==> src/verilog/oser_pkg.sv <==
// Package for the output stage enable register bank
package oser_pkg;
    // Printed register offsets are not all multiples of four: they are word indices
    localparam logic [7:0] IDX_HP = 8'h5a;
    localparam logic [7:0] IDX_LINE = 8'h5e;
    localparam logic [7:0] IDX_PUMP = 8'h62;
    localparam logic [7:0] IDX_PWR = 8'h68;
    localparam logic [7:0] IDX_SEQ0 = 8'h6c;
    localparam logic [7:0] IDX_SEQ1 = 8'h6d;
    // Writable bit masks of each register
    localparam logic [15:0] MASK_HP = 16'h001f;
    localparam logic [15:0] MASK_LINE = 16'h00ff;
    localparam logic [15:0] MASK_PUMP = 16'h0001;
    localparam logic [15:0] MASK_PWR = 16'h0001;
    localparam logic [15:0] MASK_SEQ0 = 16'h011f;
    localparam logic [15:0] MASK_SEQ1 = 16'h7fff;
    localparam logic [15:0] RST_ZERO = 16'h0000;
    // Field positions
    localparam int HP_IN = 0;
    localparam int HP_MID = 1;
    localparam int HP_OUT = 2;
    localparam int HP_SHORT = 3;
    localparam int HPL_IN = 4;
    localparam int LR_BASE = 0;
    localparam int LL_BASE = 4;
    localparam int SEQ_CLK = 8;
    localparam int IDX_LSB = 0;
    localparam int IDX_W = 5;
    localparam int ADR_LSB = 0;
    localparam int POS_LSB = 8;
    localparam int WID_LSB = 12;
    // Ordering advice for software
    localparam int MID_DELAY_US = 20;
    // One driver's four stage controls
    typedef struct packed {
        logic short_release;
        logic output_stage_en;
        logic middle_stage_en;
        logic input_stage_en;
    } oser_drv_t;
    // One sequencer step definition as stored
    typedef struct packed {
        logic [2:0] step_field_width;
        logic [3:0] step_field_lsb_pos;
        logic [7:0] step_target_address;
    } oser_step_t;
endpackage

==> src/verilog/oser_regs.sv <==
// Output stage enable registers with APB slave and step store
//
// Notes on behaviour
// - Left phones input stage enabled first
// - Bit3 releases right phones short, set last
// - Bit2 right phones output stage, after offset
// - Bit1 right phones middle stage, 20us later
// - Bit0 right phones input stage, set first
// - Bit7 releases left line short, last
// - Bit6 left line output stage enable
// - Bit5 left line middle stage, 20us later
// - Bit4 left line input stage, first
// - Bit3 releases right line short, last
// - Bit2 right line output stage enable
// - Bit1 right line middle stage, 20us later
// - Bit0 right line input stage, first
// - Bit0 pump enable, resets to zero
// - Bit0 selects pump level tracking source
// - Bit8 gates sequencer clock, reset off
// - Five bit index selects store entry
// - Bits14:12 width code, width is code+1
// - Bits11:8 field lsb position
// - Bits7:0 step target address
`timescale 1ns/1ps
module oser_regs #(
    parameter int DEPTH = 32
) (
    input wire logic i_clk,
    input wire logic i_rst,
    input wire logic i_psel,
    input wire logic i_penable,
    input wire logic i_pwrite,
    input wire logic [31:0] i_paddr,
    input wire logic [31:0] i_pwdata,
    input wire logic [3:0] i_pstrb,
    output logic [31:0] o_prdata,
    output logic o_pready,
    output logic o_pslverr,
    output logic o_left_phones_input_stage_en,
    output oser_pkg::oser_drv_t o_right_phones,
    output oser_pkg::oser_drv_t o_left_line,
    output oser_pkg::oser_drv_t o_right_line,
    output logic o_pump_enable,
    output logic o_pump_level_tracking,
    output logic o_seq_detect_clock_gate,
    output logic [4:0] o_step_store_index,
    input wire logic [4:0] i_step_read_index,
    output oser_pkg::oser_step_t o_step_read
);
    // ==========================================================
    // Elaboration checks
    if (DEPTH != 32) begin : g_bad_depth
        $error("DEPTH must be 32 to match the five bit index");
    end

    // ==========================================================
    // Registers
    logic [15:0] hp;
    logic [15:0] line;
    logic [15:0] pump;
    logic [15:0] pwr;
    logic [15:0] seq0;
    logic [15:0] seq1;
    oser_pkg::oser_step_t store [DEPTH];

    // ==========================================================
    // APB decode
    logic wr_en;
    logic acc;
    logic [7:0] idx;
    logic mapped;
    logic [15:0] wdata;
    logic [15:0] rdata;

    // Word index from byte address; single cycle access
    assign idx = i_paddr[9:2];
    assign acc = i_psel && i_penable;
    assign mapped = (i_paddr[31:10] == 22'h00_0000) && (i_paddr[1:0] == 2'b00) &&
        (idx == oser_pkg::IDX_HP || idx == oser_pkg::IDX_LINE ||
         idx == oser_pkg::IDX_PUMP || idx == oser_pkg::IDX_PWR ||
         idx == oser_pkg::IDX_SEQ0 || idx == oser_pkg::IDX_SEQ1);
    assign wr_en = acc && i_pwrite && mapped;
    assign o_pready = 1'b1;
    assign o_pslverr = acc && !mapped;

    // Byte strobes merge into the old value
    function automatic logic [15:0] merge(input logic [15:0] old, input logic [15:0] msk);
        logic [15:0] v;
        v = old;
        if (i_pstrb[0]) begin
            v[7:0] = i_pwdata[7:0];
        end
        if (i_pstrb[1]) begin
            v[15:8] = i_pwdata[15:8];
        end
        return v & msk;
    endfunction

    // Headphone stage bits, written straight to the outputs
    always_ff @(posedge i_clk or posedge i_rst) begin
        if (i_rst) begin
            hp <= oser_pkg::RST_ZERO;
        end else if (wr_en && idx == oser_pkg::IDX_HP) begin
            hp <= merge(hp, oser_pkg::MASK_HP);
        end
    end

    // Line output stage bits
    always_ff @(posedge i_clk or posedge i_rst) begin
        if (i_rst) begin
            line <= oser_pkg::RST_ZERO;
        end else if (wr_en && idx == oser_pkg::IDX_LINE) begin
            line <= merge(line, oser_pkg::MASK_LINE);
        end
    end

    // Charge pump enable and power mode
    always_ff @(posedge i_clk or posedge i_rst) begin
        if (i_rst) begin
            pump <= oser_pkg::RST_ZERO;
            pwr <= oser_pkg::RST_ZERO;
        end else if (wr_en && idx == oser_pkg::IDX_PUMP) begin
            pump <= merge(pump, oser_pkg::MASK_PUMP);
        end else if (wr_en && idx == oser_pkg::IDX_PWR) begin
            pwr <= merge(pwr, oser_pkg::MASK_PWR);
        end
    end

    // Sequencer clock gate and write index
    always_ff @(posedge i_clk or posedge i_rst) begin
        if (i_rst) begin
            seq0 <= oser_pkg::RST_ZERO;
        end else if (wr_en && idx == oser_pkg::IDX_SEQ0) begin
            seq0 <= merge(seq0, oser_pkg::MASK_SEQ0);
        end
    end

    // Step register mirror
    always_ff @(posedge i_clk or posedge i_rst) begin
        if (i_rst) begin
            seq1 <= oser_pkg::RST_ZERO;
        end else if (wr_en && idx == oser_pkg::IDX_SEQ1) begin
            seq1 <= merge(seq1, oser_pkg::MASK_SEQ1);
        end
    end

    // Step store: a step write is copied to the indexed entry
    // The merge reads the bus inputs, so it sits in a combinational process
    // that also wakes on them
    logic [15:0] step_new;
    always_comb begin
        step_new = merge(seq1, oser_pkg::MASK_SEQ1);
    end
    // No reset on the store: entries stay unknown until software fills them
    always_ff @(posedge i_clk) begin
        if (wr_en && idx == oser_pkg::IDX_SEQ1) begin
            store[o_step_store_index] <= oser_pkg::oser_step_t'(step_new[14:0]);
        end
    end

    // Read data select, combinational
    always_comb begin
        rdata = 16'h0000;
        unique case (idx)
            oser_pkg::IDX_HP: rdata = hp;
            oser_pkg::IDX_LINE: rdata = line;
            oser_pkg::IDX_PUMP: rdata = pump;
            oser_pkg::IDX_PWR: rdata = pwr;
            oser_pkg::IDX_SEQ0: rdata = seq0;
            oser_pkg::IDX_SEQ1: rdata = seq1;
            default: rdata = 16'h0000;
        endcase
    end

    // Read data held in flops, loaded at the edge that ends the setup phase
    always_ff @(posedge i_clk or posedge i_rst) begin
        if (i_rst) begin
            o_prdata <= 32'h0000_0000;
        end else if (i_psel && !i_penable && !i_pwrite) begin
            // Refused places read as zero even when the index aliases a register
            o_prdata <= mapped ? {16'h0000, rdata} : 32'h0000_0000;
        end
    end

    // Stored step readback for the sequencer
    always_ff @(posedge i_clk or posedge i_rst) begin
        if (i_rst) begin
            o_step_read <= '0;
        end else begin
            o_step_read <= store[i_step_read_index];
        end
    end

    // ==========================================================
    // Outputs straight from the register bits
    assign o_right_phones = hp[oser_pkg::HP_IN +: 4];
    assign o_left_phones_input_stage_en = hp[oser_pkg::HPL_IN];
    assign o_right_line = line[oser_pkg::LR_BASE +: 4];
    assign o_left_line = line[oser_pkg::LL_BASE +: 4];
    assign o_pump_enable = pump[0];
    assign o_pump_level_tracking = pwr[0];
    assign o_seq_detect_clock_gate = seq0[oser_pkg::SEQ_CLK];
    assign o_step_store_index = seq0[oser_pkg::IDX_LSB +: oser_pkg::IDX_W];

    // ==========================================================
    // Assertions
    a_hp_write_lands: assert property (@(posedge i_clk) disable iff (i_rst)
        (wr_en && idx == oser_pkg::IDX_HP && i_pstrb[0]) |=>
        o_right_phones == $past(i_pwdata[3:0]))
        else $error("Headphone enables did not follow write");
    a_line_write_lands: assert property (@(posedge i_clk) disable iff (i_rst)
        (wr_en && idx == oser_pkg::IDX_LINE && i_pstrb[0]) |=>
        {o_left_line, o_right_line} == $past(i_pwdata[7:0]))
        else $error("Line enables did not follow write");
    a_hp_stable: assert property (@(posedge i_clk) disable iff (i_rst)
        !(wr_en && idx == oser_pkg::IDX_HP) |=> $stable(o_right_phones))
        else $error("Headphone enables changed without write");
    a_pump_write: assert property (@(posedge i_clk) disable iff (i_rst)
        (wr_en && idx == oser_pkg::IDX_PUMP && i_pstrb[0]) |=>
        o_pump_enable == $past(i_pwdata[0]))
        else $error("Pump enable wrong");
    a_track_write: assert property (@(posedge i_clk) disable iff (i_rst)
        (wr_en && idx == oser_pkg::IDX_PWR && i_pstrb[0]) |=>
        o_pump_level_tracking == $past(i_pwdata[0]))
        else $error("Level tracking select wrong");
    a_clk_gate: assert property (@(posedge i_clk) disable iff (i_rst)
        (wr_en && idx == oser_pkg::IDX_SEQ0 && i_pstrb[1]) |=>
        o_seq_detect_clock_gate == $past(i_pwdata[8]))
        else $error("Sequencer clock gate wrong");
    a_index_write: assert property (@(posedge i_clk) disable iff (i_rst)
        (wr_en && idx == oser_pkg::IDX_SEQ0 && i_pstrb[0]) |=>
        o_step_store_index == $past(i_pwdata[4:0]))
        else $error("Write index wrong");
    a_reserved_zero: assert property (@(posedge i_clk) disable iff (i_rst)
        (hp[15:5] == 11'h000) && (line[15:8] == 8'h00) && (seq0[15:9] == 7'h00) &&
        (seq0[7:5] == 3'h0) && (seq1[15] == 1'b0))
        else $error("Reserved bits not zero");
    a_step_store: assert property (@(posedge i_clk) disable iff (i_rst)
        (wr_en && idx == oser_pkg::IDX_SEQ1 && &i_pstrb[1:0] &&
         i_step_read_index == o_step_store_index) ##1
        (i_step_read_index == $past(o_step_store_index)) |=>
        o_step_read == $past(i_pwdata[14:0], 2))
        else $error("Step store entry wrong");

    // Left phones input enable follows its write
    a_lhp_write: assert property (@(posedge i_clk) disable iff (i_rst)
        (wr_en && idx == oser_pkg::IDX_HP && i_pstrb[0]) |=>
        o_left_phones_input_stage_en == $past(i_pwdata[oser_pkg::HPL_IN]))
        else $error("Left phones input enable did not follow write");

    // Left phones input enable holds between writes
    a_lhp_hold: assert property (@(posedge i_clk) disable iff (i_rst)
        !(wr_en && idx == oser_pkg::IDX_HP) |=> $stable(o_left_phones_input_stage_en))
        else $error("Left phones input enable changed without write");

    // Line stage enables hold between writes
    a_line_hold: assert property (@(posedge i_clk) disable iff (i_rst)
        !(wr_en && idx == oser_pkg::IDX_LINE) |=> $stable({o_left_line, o_right_line}))
        else $error("Line enables changed without write");

    // Pump controls hold between writes to their registers
    a_pump_hold: assert property (@(posedge i_clk) disable iff (i_rst)
        !(wr_en && (idx == oser_pkg::IDX_PUMP || idx == oser_pkg::IDX_PWR)) |=>
        $stable({o_pump_enable, o_pump_level_tracking}))
        else $error("Pump controls changed without write");

    // Sequencer clock gate and write index hold between writes
    a_seq_hold: assert property (@(posedge i_clk) disable iff (i_rst)
        !(wr_en && idx == oser_pkg::IDX_SEQ0) |=>
        $stable({o_seq_detect_clock_gate, o_step_store_index}))
        else $error("Sequencer setup changed without write");

    // While reset stands every control and read register is cleared
    a_reset_clear: assert property (@(posedge i_clk)
        (i_rst && $past(i_rst)) |->
        (o_right_phones == 4'h0 && o_left_line == 4'h0 && o_right_line == 4'h0 &&
         !o_left_phones_input_stage_en && !o_pump_enable && !o_pump_level_tracking &&
         !o_seq_detect_clock_gate && o_step_store_index == 5'h00 &&
         o_step_read == 15'h0000 && o_prdata == 32'h0000_0000))
        else $error("Outputs not cleared by reset");

    // Misaligned accesses are refused
    a_misalign_err: assert property (@(posedge i_clk) disable iff (i_rst)
        (i_psel && i_penable && i_paddr[1:0] != 2'b00) |-> o_pslverr)
        else $error("Misaligned access not refused");

    // Addresses above the register window are refused
    a_high_err: assert property (@(posedge i_clk) disable iff (i_rst)
        (i_psel && i_penable && i_paddr[31:10] != 22'h00_0000) |-> o_pslverr)
        else $error("Access above register window not refused");

    // The headphone register address is accepted
    a_hp_accept: assert property (@(posedge i_clk) disable iff (i_rst)
        (i_psel && i_penable && i_paddr == {22'h00_0000, oser_pkg::IDX_HP, 2'b00}) |->
        !o_pslverr)
        else $error("Headphone register access refused");

    // A misaligned read is refused and returns zero
    a_refused_zero: assert property (@(posedge i_clk) disable iff (i_rst)
        (i_psel && !i_penable && !i_pwrite && i_paddr[1:0] != 2'b00) |=>
        o_prdata == 32'h0000_0000)
        else $error("Refused read returned data");

    // Headphone readback shows the enables that drive the stages
    a_hp_readback: assert property (@(posedge i_clk) disable iff (i_rst)
        (i_psel && !i_penable && !i_pwrite &&
         i_paddr == {22'h00_0000, oser_pkg::IDX_HP, 2'b00}) |=>
        o_prdata == {27'h000_0000, $past(o_left_phones_input_stage_en), $past(o_right_phones)})
        else $error("Headphone readback differs from outputs");

    // Pump and mode registers keep their upper bits clear
    a_pump_reserved: assert property (@(posedge i_clk) disable iff (i_rst)
        (pump[15:1] == 15'h0000) && (pwr[15:1] == 15'h0000))
        else $error("Pump register reserved bits not zero");

    // The upper half of the read data stays zero
    a_prdata_upper: assert property (@(posedge i_clk) disable iff (i_rst)
        o_prdata[31:16] == 16'h0000)
        else $error("Upper read data not zero");

    // A full step write lands in the readback mirror
    a_step_mirror: assert property (@(posedge i_clk) disable iff (i_rst)
        (wr_en && idx == oser_pkg::IDX_SEQ1 && &i_pstrb[1:0]) |=>
        seq1 == {1'b0, $past(i_pwdata[14:0])})
        else $error("Step register mirror wrong");

    // Each right phones stage bit follows its own data bit
    for (genvar g = oser_pkg::HP_IN; g <= oser_pkg::HP_SHORT; g++) begin : g_hp_bit
        a_hp_bit: assert property (@(posedge i_clk)
            disable iff (i_rst)
            (wr_en && idx == oser_pkg::IDX_HP && i_pstrb[0]) |=> hp[g] == $past(i_pwdata[g]))
            else $error("Headphone stage bit did not follow write");
    end

    // Each right line stage bit follows its own data bit
    for (genvar g = oser_pkg::LR_BASE; g < oser_pkg::LL_BASE; g++) begin : g_rline_bit
        a_rline_bit: assert property (@(posedge i_clk)
            disable iff (i_rst)
            (wr_en && idx == oser_pkg::IDX_LINE && i_pstrb[0]) |=> line[g] == $past(i_pwdata[g]))
            else $error("Right line stage bit did not follow write");
    end

    // Each left line stage bit follows its own data bit
    for (genvar g = oser_pkg::LL_BASE; g < oser_pkg::LL_BASE + 4; g++) begin : g_lline_bit
        a_lline_bit: assert property (@(posedge i_clk)
            disable iff (i_rst)
            (wr_en && idx == oser_pkg::IDX_LINE && i_pstrb[0]) |=> line[g] == $past(i_pwdata[g]))
            else $error("Left line stage bit did not follow write");
    end
endmodule

==> config.mk <==
export PLATFORM = sky130hd
export DESIGN_NAME = oser_regs
export DESIGN_NICKNAME = d
export VERILOG_FILES = /design/src/verilog/oser_pkg.sv /design/src/verilog/oser_regs.sv
export SDC_FILE = /design/constraint.sdc
export NUM_CORES = 1
export LEC_CHECK = 0
export BUFFER_PORTS_ARGS = -buffer_cell sky130_fd_sc_hd__buf_2
export CAP_MARGIN = 20
export CORE_AREA = 5 5 226 228
export DETAILED_ROUTE_END_ITERATION = 16
export DIE_AREA = 0 0 231 233
export HOLD_SLACK_MARGIN = 0.05
export RECOVER_POWER = 50
export SLEW_MARGIN = 25
export SYNTH_ARGS = -nofsm -noshare
export SYNTH_HDL_FRONTEND = slang
export SYNTH_SLANG_ARGS = --single-unit
export TNS_END_PERCENT = 100
==> constraint.sdc <==
create_clock -name i_clk -period 2.4 [get_ports i_clk]
set_input_delay 0.12 -clock i_clk [delete_from_list [all_inputs] [get_ports i_clk]]
set_output_delay 0.12 -clock i_clk [all_outputs]
set_load 0.02 [all_outputs]
==> metrics.yaml, run 1 <==
floorplanning:
  dieHeight_microns: 233
  start_util: 0.445
  core_area_sq_um: 48600
  die-area_sq_um: 53800
  io_pins: 148
  num_rows: 81
  die-width_microns: 231
worst_setup_path:
  path_common_cell: "nor4_1"
  arrival_ps: 2600
  end_kind: "register"
  crit_fanout: 5
  criticalPathCategory: "in2reg"
  slowest_delay_ps: 760
  crit_buf_inv: 2
  path_cells: "buf_2 -> nor4_1 -> nand4_2 -> clkbuf_1 -> nor4_1 -> and4b_1 -> mux2_2"
  critPathTopFamily: "simple AND/OR/NAND/NOR gates"
  cp_slowest_cell: "nor4_1"
  required_ps: 2870
  start_kind: "primary input"
layout:
  syn2layout_area_growth_pct: 18.7
  final_area_sq_um: 25700
  layout-drive-gt1-share: 0.296
  fin_nets: 1390
  antenna_cells: 0
  fin_cells: 1980
clock_tree:
  cts_inserted_buffers: 54
  cts_max_level: 2
  clock_sinks: 546
  clockBufferDepth: 3
  clock_latency_ps: 600
  cts.clk_slew.worst_paths_ps: 60
  cts-resized-gates: 0
  cts_setup_buffers: 0
  ctsHoldBuffers: 14
  cts_tree: "done"
  cts-root-buf: "clkbuf_16"
placement:
  placed_area_sq_um: 23800
  place_ws_ps: 76.4
  dp_hpwl_mm: 31.8
  dp.cells: 1864
  place_congestion: 0.798
  io_buffers: 110
logic_synthesis:
  yosys.area.top_type: "edfxtp_1"
  yosys_warnings: 0
  synth.area.top_cells: "edfxtp_1 (67%), mux4_2 (9.4%), dfrtp_1 (7.6%)"
  async_reset_ff_frac: 0.121
  synthDistinctLibCells: 49
  ys_seq_area_frac: 0.741
  synth_ff_type: "edfxtp_1"
  synth_top_area_share: 0.665
  yosysMostFrequentCell: "edfxtp_1"
  synth-edff-count: 480
  ys_seq_elements: 546
  syn_area_per_cell_sq_um: 19.5
  syn_area_sq_um: 21700
  synth_common_cells: "edfxtp_1 (480), mux4_2 (90), mux2i_1 (81), dfrtp_1 (66), mux2_2 (65)"
  syn_inst: 1109
flow_run:
  maxCapViolCount: 2
power:
  irDropWorstVdd_mv: 0.783
  clkPwrFrac: 0.441
  switching_share: 0.207
  finalPower_w: 0.0203
  power.share.combinational: 0.049
  power.internal_w: 0.0161
  power.net_switching_w: 0.00421
  power.leakage_nw: 8.37
  powerDensity_nw_per_um2: 790
  seqPwrFrac: 0.510
timing:
  finalHoldViolCount: 0
  rsz0062_at_grt: "false"
  finalWorstSetupSlack_ps: 274
  skew_ps: 12.6
  period_share: 0.886
  slew_violations: 68
  finalSetupTns_ps: 0
  layout_min_cycle_time_ps: 2130
  worst_pin_slew_ps: 1600
  fmax_ghz: 0.470
  slew_headroom: -0.0647
  setup-violations-final: 0
worst_hold_path:
  hp-class: "in2reg"
grt:
  grt.overflow.total: 0
  grt.total_usage: 0.187
  grt_pass1_vias: 11300
  grt_max_degree: 46
  grt_pass1_wl_mm: 74.6
  antenna_found_initial: 0
routing:
  wirelength_met1_mm: 22.7
  drtAntennaViolNets: 0
  routedWlPerCell_microns: 25.6
  wl_met3_mm: 2.66
  vias: 11200
  drc: 0
  drt-initial-drc-count: 838
  highest_layer: "met4"
  drt-pass1-iter-count: 5
  met2WireLength_mm: 24.3
  wl_mm: 50.7
  vias_per_cell: 5.65
status:
  status: "complete, but fails checks"
  violations: "capacitance limit, slew limit"
## cell families after synthesis
group	count (synthesis)	synth area share
other	2	0.000347
and+or+nand+nor	120	0.0321
DFF	546	0.741
AOI/OAI and AO/OA	117	0.0400
muxes	237	0.165
buffers and inverters	87	0.0209
## state kept, by name, summed over array words and instances (netlist names)
name         cells
store          480
line             8
hp               5
o_step_read     15
seq1            15
o_prdata        15
pump             1
pwr              1
seq0             6
## area by class of cell
cell class | instances | area [sq um]
repair buffers | 215 | 1730
inverters | 3 | 11.3
flip-flops and latches | 546 | 16100
clock buffers | 68 | 1500
fillers | 3918 | 22900
clock inverters | 34 | 423
well taps | 622 | 778
multi-input cells | 492 | 5210
## metal layers
layer	vias up	track usage
li1	4919	-
met2	305	0.296
met1	5888	0.274
met4	0	0.0435
met5	-	0
met3	78	0.0348
## power groups by stage
stage                     sequential (W)  combinational, W  clock (W)
after floorplan                   0.0106          0.000562          0
after global placement            0.0106          0.000988          0
after detailed placement          0.0106          0.000999          0
after CTS                         0.0104           0.00102    0.00914
after global routing              0.0104           0.00106    0.00955
final                             0.0104          0.000986    0.00897
## metrics by stage
stage	hold slack (ps)	utilization
2_1_floorplan	252	-
3_3_place_gp	163	0.488
3_5_place_dp	170	0.488
4_1_cts	57.1	0.531
5_1_grt	86.5	0.529
6_report	97.0	0.529
## placed cells by master, fill, tap and decap left out, types with 3 or more instances in the layout
master / count
a221oi_1: 33
a22o_1: 7
a22oi_1: 4
and3_1: 3
buf_12: 33
buf_2: 58
buf_4: 57
bufinv_16: 9
clkbuf_1: 57
clkbuf_16: 56
clkbuf_8: 6
clkinv_1: 4
clkinv_2: 15
clkinvlp_4: 4
conb_1: 18
dfrtp_1: 66
dlygate4sd3_1: 14
edfxtp_1: 480
inv_1: 3
mux2_1: 16
mux2_2: 50
mux2i_1: 81
mux4_2: 90
nand2_1: 32
nand3_1: 7
nand3b_1: 3
nor2_1: 33
nor2_2: 6
nor3_1: 3
nor4_1: 6
nor4_2: 3
o211ai_1: 46
o21ai_0: 19
o21ai_1: 3
or4_1: 3
## worst paths after layout
path / startpoint / end / slack (ps) / cells past startpoint
max in group asynchronous: i_rst / o_prdata[5]$_DFFE_PP0P_ / 990 / 4
min: i_paddr[6] / o_prdata[1]$_DFFE_PP0P_ / 100 / 5
min in group asynchronous: i_rst / o_step_read[2]$_DFF_PP0_ / 250 / 3
max reg2reg: seq1[6]$_DFFE_PP0P_ / store[18][6]$_DFFE_PP_ / 330 / 1
min reg2reg: o_prdata[8]$_DFFE_PP0P_ / o_prdata[8]$_DFFE_PP0P_ / 490 / 2
max: i_paddr[22] / hp[1]$_DFFE_PP0P_ / 270 / 7
Power figures use the tool's default switching activity.
==> inputs of run 2 (changes only) <==
--- a/config.mk
+++ b/config.mk
@@ -6,10 +6,10 @@
 export NUM_CORES = 1
 export LEC_CHECK = 0
 export BUFFER_PORTS_ARGS = -buffer_cell sky130_fd_sc_hd__buf_2
-export CAP_MARGIN = 20
-export CORE_AREA = 5 5 226 228
+export CAP_MARGIN = 10
+export CORE_AREA = 5 5 192 268
 export DETAILED_ROUTE_END_ITERATION = 16
-export DIE_AREA = 0 0 231 233
+export DIE_AREA = 0 0 197 273
 export HOLD_SLACK_MARGIN = 0.05
 export RECOVER_POWER = 50
 export SLEW_MARGIN = 25
==> constraint.sdc (replaced) <==
create_clock -name i_clk -period 2 [get_ports i_clk]
set_input_delay 0.1 -clock i_clk [delete_from_list [all_inputs] [get_ports i_clk]]
set_output_delay 0.1 -clock i_clk [all_outputs]
set_load 0.02 [all_outputs]
==> metrics.yaml, run 2 (synthesized netlist as in run 1, its figures left out) <==
layout:
  fin_nets: 1410  # +1.4%
  syn2layout_area_growth_pct: 20.7
  largest-register: "store"
  largest_reg_flops: 480  # unchanged
  multi_input_area_sq_um: 5500  # +5.4%
  layout_commonest_cell: "edfxtp_1"
  seq_area_sq_um: 16100  # unchanged
  final_area_sq_um: 26200  # +1.7%
  layout-drive-gt1-share: 0.330  # +0.0339
  final_cell_mix: "edfxtp_1 (480), mux4_2 (90), mux2i_1 (81)"
  antenna_cells: 0  # unchanged
  nFillCells: 3872  # -1.2%
worst_setup_path:
  arrival_ps: 1830  # -770 ps
  crit_end: "o_pslverr"
  r2r-end: "o_step_read[7]$_DFF_PP0_"
  cp-startpoint: "i_paddr[5]"
  r2r-start: "store[14][7]$_DFFE_PP_"
  start_kind: "primary input"
  reg2reg_slack_ps: 110  # -220 ps
  required_ps: 1900  # -970 ps
  criticalPathCategory: "in2out"
  end_kind: "output port"
  reg2regPathDepth: 4  # +3
  crit_fanout: 7  # +2
routing:
  routedWlPerCell_microns: 24.4  # -4.7%
  vias: 11100  # -0.88%
  highest_layer: "met4"
  drt-pass1-iter-count: 5  # unchanged
  drt-initial-drc-count: 767  # -8.5%
  wl_met3_mm: 2.20  # -17%
  vias_per_cell: 5.52  # -2.4%
  wirelength_met1_mm: 19.8  # -13%
  wl_mm: 49.1  # -3.3%
  met2WireLength_mm: 25.0  # +2.8%
  drc: 0  # unchanged
  drtAntennaViolNets: 0  # unchanged
timing:
  period_share: 0.965
  fmax_ghz: 0.518
  hold_ws_ps: 87.8  # -9.12 ps
  finalHoldViolCount: 0  # unchanged
  finalSetupTns_ps: 0  # unchanged
  layout_min_cycle_time_ps: 1930
  skew_ps: 21.2  # +8.55 ps
  finalWorstSetupSlack_ps: 69.2  # -205 ps
  slew_headroom: 0.0746  # +0.139
  worst_pin_slew_ps: 1390  # -209 ps
  setup-violations-final: 0  # unchanged
  slew_violations: 0  # -100%
  rsz0062_at_grt: "false"
placement:
  place_congestion: 0.839  # +5.2%
  placed_area_sq_um: 24300  # +2.5%
  dp_hpwl_mm: 32.7  # +2.6%
  io_buffers: 110  # unchanged
  place_ws_ps: -192  # -269 ps
floorplanning:
  die-area_sq_um: 53800  # about the same
  core_area_sq_um: 48800  # +0.25%
  die-width_microns: 197  # -15%
  io_pins: 148  # unchanged
  num_rows: 96  # +19%
  dieHeight_microns: 273  # +17%
  start_util: 0.444  # -0.00110
status:
  status: "finished, final reports clean"
grt:
  grt_max_degree: 50  # +8.7%
  grt.total_usage: 0.184  # -0.00339
  grt_pass1_wl_mm: 74.5  # about the same
  grt.overflow.total: 0  # unchanged
  antenna_found_initial: 0  # unchanged
  grt_pass1_vias: 11800  # +4.1%
clock_tree:
  cts_tree: "done"
  cts_inserted_buffers: 50  # -7.4%
  cts_max_level: 2  # unchanged
  cts-root-buf: "clkbuf_16"
  clock_sinks: 546  # unchanged
  cts.clk_slew.worst_paths_ps: 70  # about the same
  clock_latency_ps: 580  # -20 ps
  clockBufferDepth: 3  # unchanged
power:
  powerDensity_nw_per_um2: 900  # +14%
  irDropWorstVdd_mv: 0.603  # -23%
  power.leakage_nw: 8.48  # +1.3%
  finalPower_w: 0.0235  # +16%
flow_run:
  maxCapViolCount: 0  # -2
worst_hold_path:
  hp-class: "in2reg"
[run 2: changes by cell type in the layout (fill, tap and decap cells not counted), moves of 4 or more]
cell	change
buf_4	+12
clkinv_2	-4
mux2_1	-5
nor2_2	-6
nor2_1	-26
clkbuf_1	-6
nor2_4	+32
mux2_2	+5
clkinv_1	+5
clkbuf_16	-5
buf_12	+12
[run 2: worst min-delay path by stage]
stage                start  cells past startpoint                        to  slack [ps]
2_1_floorplan  i_pwdata[0]                      1        pwr[0]$_DFFE_PP0P_         230
3_3_place_gp         i_rst                      2  o_prdata[12]$_DFFE_PP0P_         110
3_5_place_dp         i_rst                      2  o_prdata[13]$_DFFE_PP0P_         120
4_1_cts          i_penable                      4   o_prdata[4]$_DFFE_PP0P_          50
5_1_grt          i_penable                      4   o_prdata[4]$_DFFE_PP0P_         100
6_report         i_penable                      4   o_prdata[4]$_DFFE_PP0P_          90
[run 2: worst max-delay path, stage by stage]
cell	delay, ps
dlygate4sd3_1	520
buf_2	110
buf_4	130
inv_1	80
or4_1	530
nand3_2	120
a21oi_1	70
buf_2	160
[run 2: per-layer routing]
layer,vias to the layer above,GRT usage
met5,-,0
met4,0,0.0737
met3,85,0.0233
met2,326,0.313
met1,5724,0.242
li1,4957,-
[run 2: area by class of cell]
type	instances	area share
inverter	3	0.000431
tap	637	0.0305
clock buffer	58	0.0506
clock inverter	35	0.0149
timing repair buffer	239	0.0793
multi-input combinational	492	0.210
sequential	546	0.614
[run 2: what timing repair did]
action,CTS,global route
endpoints found under the setup margin,0,2
gates resized for setup,0,2
hold endpoints to repair,94,0
hold buffers,15,0
setup buffers,0,2
[run 2: stage by stage]
stage	utilization	cells
floorplan	-	1125
global placement	0.499	1900
detailed placement	0.499	1900
CTS	0.537	2008
global route	0.536	2010
finish	0.536	2010
[run 2: where the power goes]
part / switching (W) / leakage [nW] / internal [W]
Sequential: 0.00000817 / 4.67 / 0.0124
Clock: 0.00409 / 0.845 / 0.00579
Combinational: 0.000765 / 2.96 / 0.000449
Total: 0.00486 / 8.48 / 0.0187
==> inputs of run 3 (changes only) <==
--- a/config.mk
+++ b/config.mk
@@ -5,12 +5,13 @@
 export SDC_FILE = /design/constraint.sdc
 export NUM_CORES = 1
 export LEC_CHECK = 0
-export BUFFER_PORTS_ARGS = -buffer_cell sky130_fd_sc_hd__buf_2
+export BUFFER_PORTS_ARGS = -buffer_cell sky130_fd_sc_hd__buf_4
 export CAP_MARGIN = 10
-export CORE_AREA = 5 5 192 268
+export CORE_AREA = 5 5 167 233
 export DETAILED_ROUTE_END_ITERATION = 16
-export DIE_AREA = 0 0 197 273
+export DIE_AREA = 0 0 172 238
 export HOLD_SLACK_MARGIN = 0.05
+export PLACE_DENSITY = 0.79
 export RECOVER_POWER = 50
 export SLEW_MARGIN = 25
 export SYNTH_ARGS = -nofsm -noshare
==> metrics.yaml, run 3 (synthesized netlist as in run 1, its figures left out) <==
layout:
  multi_input_area_sq_um: 5490  # -0.16%
  seq_area_sq_um: 16100  # unchanged
  antenna_cells: 0  # unchanged
  layout_commonest_cell: "edfxtp_1"
  final_area_sq_um: 25800  # -1.2%
  syn2layout_area_growth_pct: 19.3
  final_cell_mix: "edfxtp_1 (480), buf_4 (113), mux4_2 (90)"
  fin_nets: 1396  # -0.99%
  layout-drive-gt1-share: 0.314  # -0.0158
  nFillCells: 2168  # -44%
  largest_reg_flops: 480  # unchanged
  largest-register: "store"
worst_setup_path:
  reg2regPathDepth: 4  # unchanged
  cp_num_cells: 7  # -1
  crit_buf_inv: 4  # -1
  path_common_cell: "buf_4"
  slowest_delay_ps: 600  # +70 ps
  reg2reg_slack_ps: 110  # about the same
  start_kind: "primary input"
  critPathTopFamily: "buffers and inverters"
  path_cells: "buf_4 -> dlygate4sd3_1 -> inv_1 -> or4_1 -> nand3_2 -> a21oi_1 -> buf_4"
  cp_slowest_cell: "dlygate4sd3_1"
  r2r-start: "store[14][9]$_DFFE_PP_"
  r2r-end: "o_step_read[9]$_DFF_PP0_"
  required_ps: 1900  # about the same
  end_kind: "output port"
  criticalPathCategory: "in2out"
  crit_fanout: 7  # unchanged
  arrival_ps: 1880  # +50 ps
grt:
  grt_pass1_wl_mm: 74.4  # -0.12%
  grt_max_degree: 51  # +2.0%
  grt.overflow.total: 0  # unchanged
  antenna_found_initial: 0  # unchanged
  grt_pass1_vias: 12000  # +1.6%
  grt.total_usage: 0.245  # +0.0609
floorplanning:
  die-width_microns: 172  # -13%
  start_util: 0.593  # +0.148
  core_area_sq_um: 36600  # -25%
  num_rows: 83  # -14%
  die-area_sq_um: 40900  # -24%
  io_pins: 148  # unchanged
  dieHeight_microns: 238  # -13%
clock_tree:
  cts-root-buf: "clkbuf_16"
  cts_inserted_buffers: 48  # -4.0%
  clock_sinks: 546  # unchanged
  cts_max_level: 2  # unchanged
  clockBufferDepth: 3  # unchanged
  clock_latency_ps: 570  # about the same
  cts_tree: "done"
  cts.clk_slew.worst_paths_ps: 60  # about the same
timing:
  period_share: 0.992  # +0.0267
  slew_headroom: 0.129  # +0.0542
  layout_min_cycle_time_ps: 1980  # +53.5 ps
  slew_violations: 0  # unchanged
  fmax_ghz: 0.504  # -2.7%
  finalWorstSetupSlack_ps: 15.7  # -53.5 ps
  finalHoldViolCount: 0  # unchanged
  setup-violations-final: 0  # unchanged
  skew_ps: 19.7  # -1.51 ps
  worst_pin_slew_ps: 1310  # -81.3 ps
placement:
  place_congestion: 0.886  # +5.6%
  place_ws_ps: -191  # +0.789 ps
  dp_hpwl_mm: 31.1  # -4.8%
  io_buffers: 110  # unchanged
  placed_area_sq_um: 24300  # about the same
routing:
  vias: 11500  # +3.3%
  drt-pass1-iter-count: 5  # unchanged
  drc: 0  # unchanged
  highest_layer: "met4"
  routedWlPerCell_microns: 26.9  # +10%
  drt-initial-drc-count: 1006  # +31%
  wirelength_met1_mm: 18.1  # -8.5%
  drtAntennaViolNets: 0  # unchanged
  met2WireLength_mm: 26.1  # +4.4%
  wl_met3_mm: 2.99  # +36%
  wl_mm: 49.1  # about the same
  vias_per_cell: 6.28  # +14%
worst_hold_path:
  hold_depth: 4  # unchanged
  hp-class: "in2reg"
  whs_endpoint: "line[4]$_DFFE_PP0P_"
  min-delay-start: "i_paddr[5]"
power:
  powerDensity_nw_per_um2: 883  # -1.9%
  power.net_switching_w: 0.00471  # -3.2%
  switching_share: 0.206  # -0.000268
  clkPwrFrac: 0.401  # -0.019
  power.share.combinational: 0.054  # +0.002
  seqPwrFrac: 0.545  # +0.016
  power.leakage_nw: 8.35  # -1.5%
  irDropWorstVdd_mv: 0.682  # +13%
  power.internal_w: 0.0181  # -3.0%
status:
  status: "finished, final reports clean"
flow_run:
  maxCapViolCount: 0  # unchanged
==> run 3: changes by cell type in the layout (fill, tap and decap cells not counted), sizes merged <==
cell and delta:
buf -16, bufinv -3, clkbuf +6, clkinv -9, clkinvlp +4, dlygate4sd3 +1
==> run 3: metrics by stage <==
stage                     hold slack, ps  std cells  TNS (ps)  utilization  power, W
after floorplan                      232       1125    -68570            -    0.0134
after global placement               108       1719    -58440        0.665    0.0139
after detailed placement             111       1719    -46420        0.665    0.0139
after CTS                           52.6       1823         0        0.712    0.0230
after global routing                82.5       1823     -3.90        0.707    0.0235
final                               87.3       1823         0        0.707    0.0228
==> run 3: layout make-up <==
cell class | count | area share
clock buffer | 61 | 0.0496
clock inverter | 27 | 0.0107
inverter | 3 | 0.000436
multi-input combinational | 492 | 0.212
sequential | 546 | 0.622
tap | 467 | 0.0226
timing repair buffer | 227 | 0.0829
==> run 3: worst max path at each step <==
stage                             endpoint        start  slack, ps
global placement         hp[3]$_DFFE_PP0P_  i_paddr[29]       -190
CTS                              o_pslverr   i_paddr[5]         80
detailed placement       hp[3]$_DFFE_PP0P_  i_paddr[29]       -190
global route                     o_pslverr   i_paddr[5]         -4
finish                           o_pslverr   i_paddr[5]         20
floorplan           store[24][0]$_DFFE_PP_   i_paddr[9]       -180
==> run 3: power by group through the flow <==
stage	Combinational, W	Sequential [W]	Clock [W]
CTS	0.00127	0.0124	0.00930
global route	0.00131	0.0124	0.00979
floorplan	0.000676	0.0127	0
detailed placement	0.00124	0.0127	0
finish	0.00123	0.0124	0.00915
global placement	0.00120	0.0127	0
==> run 3: what timing repair did <==
action                                 4_1_cts  5_1_grt
setup endpoints to repair                    0        2
setup buffers                                0        0
hold buffers                                16        0
resized for setup                            0        2
endpoints found under the hold margin       93        0
==> run 3: worst reg2reg max path, cell delays in order (launching register included) <==
cell      delay [ps]
edfxtp_1         410
mux4_2           520
mux2_2           330
o211ai_1         320
o211ai_1         170
==> run 3: per-layer routing <==
layer  vias up  global-route usage
met5         -                   0
met4         0              0.0894
met3       103              0.0325
met2       502               0.421
met1      5931               0.323
li1       4919                   -
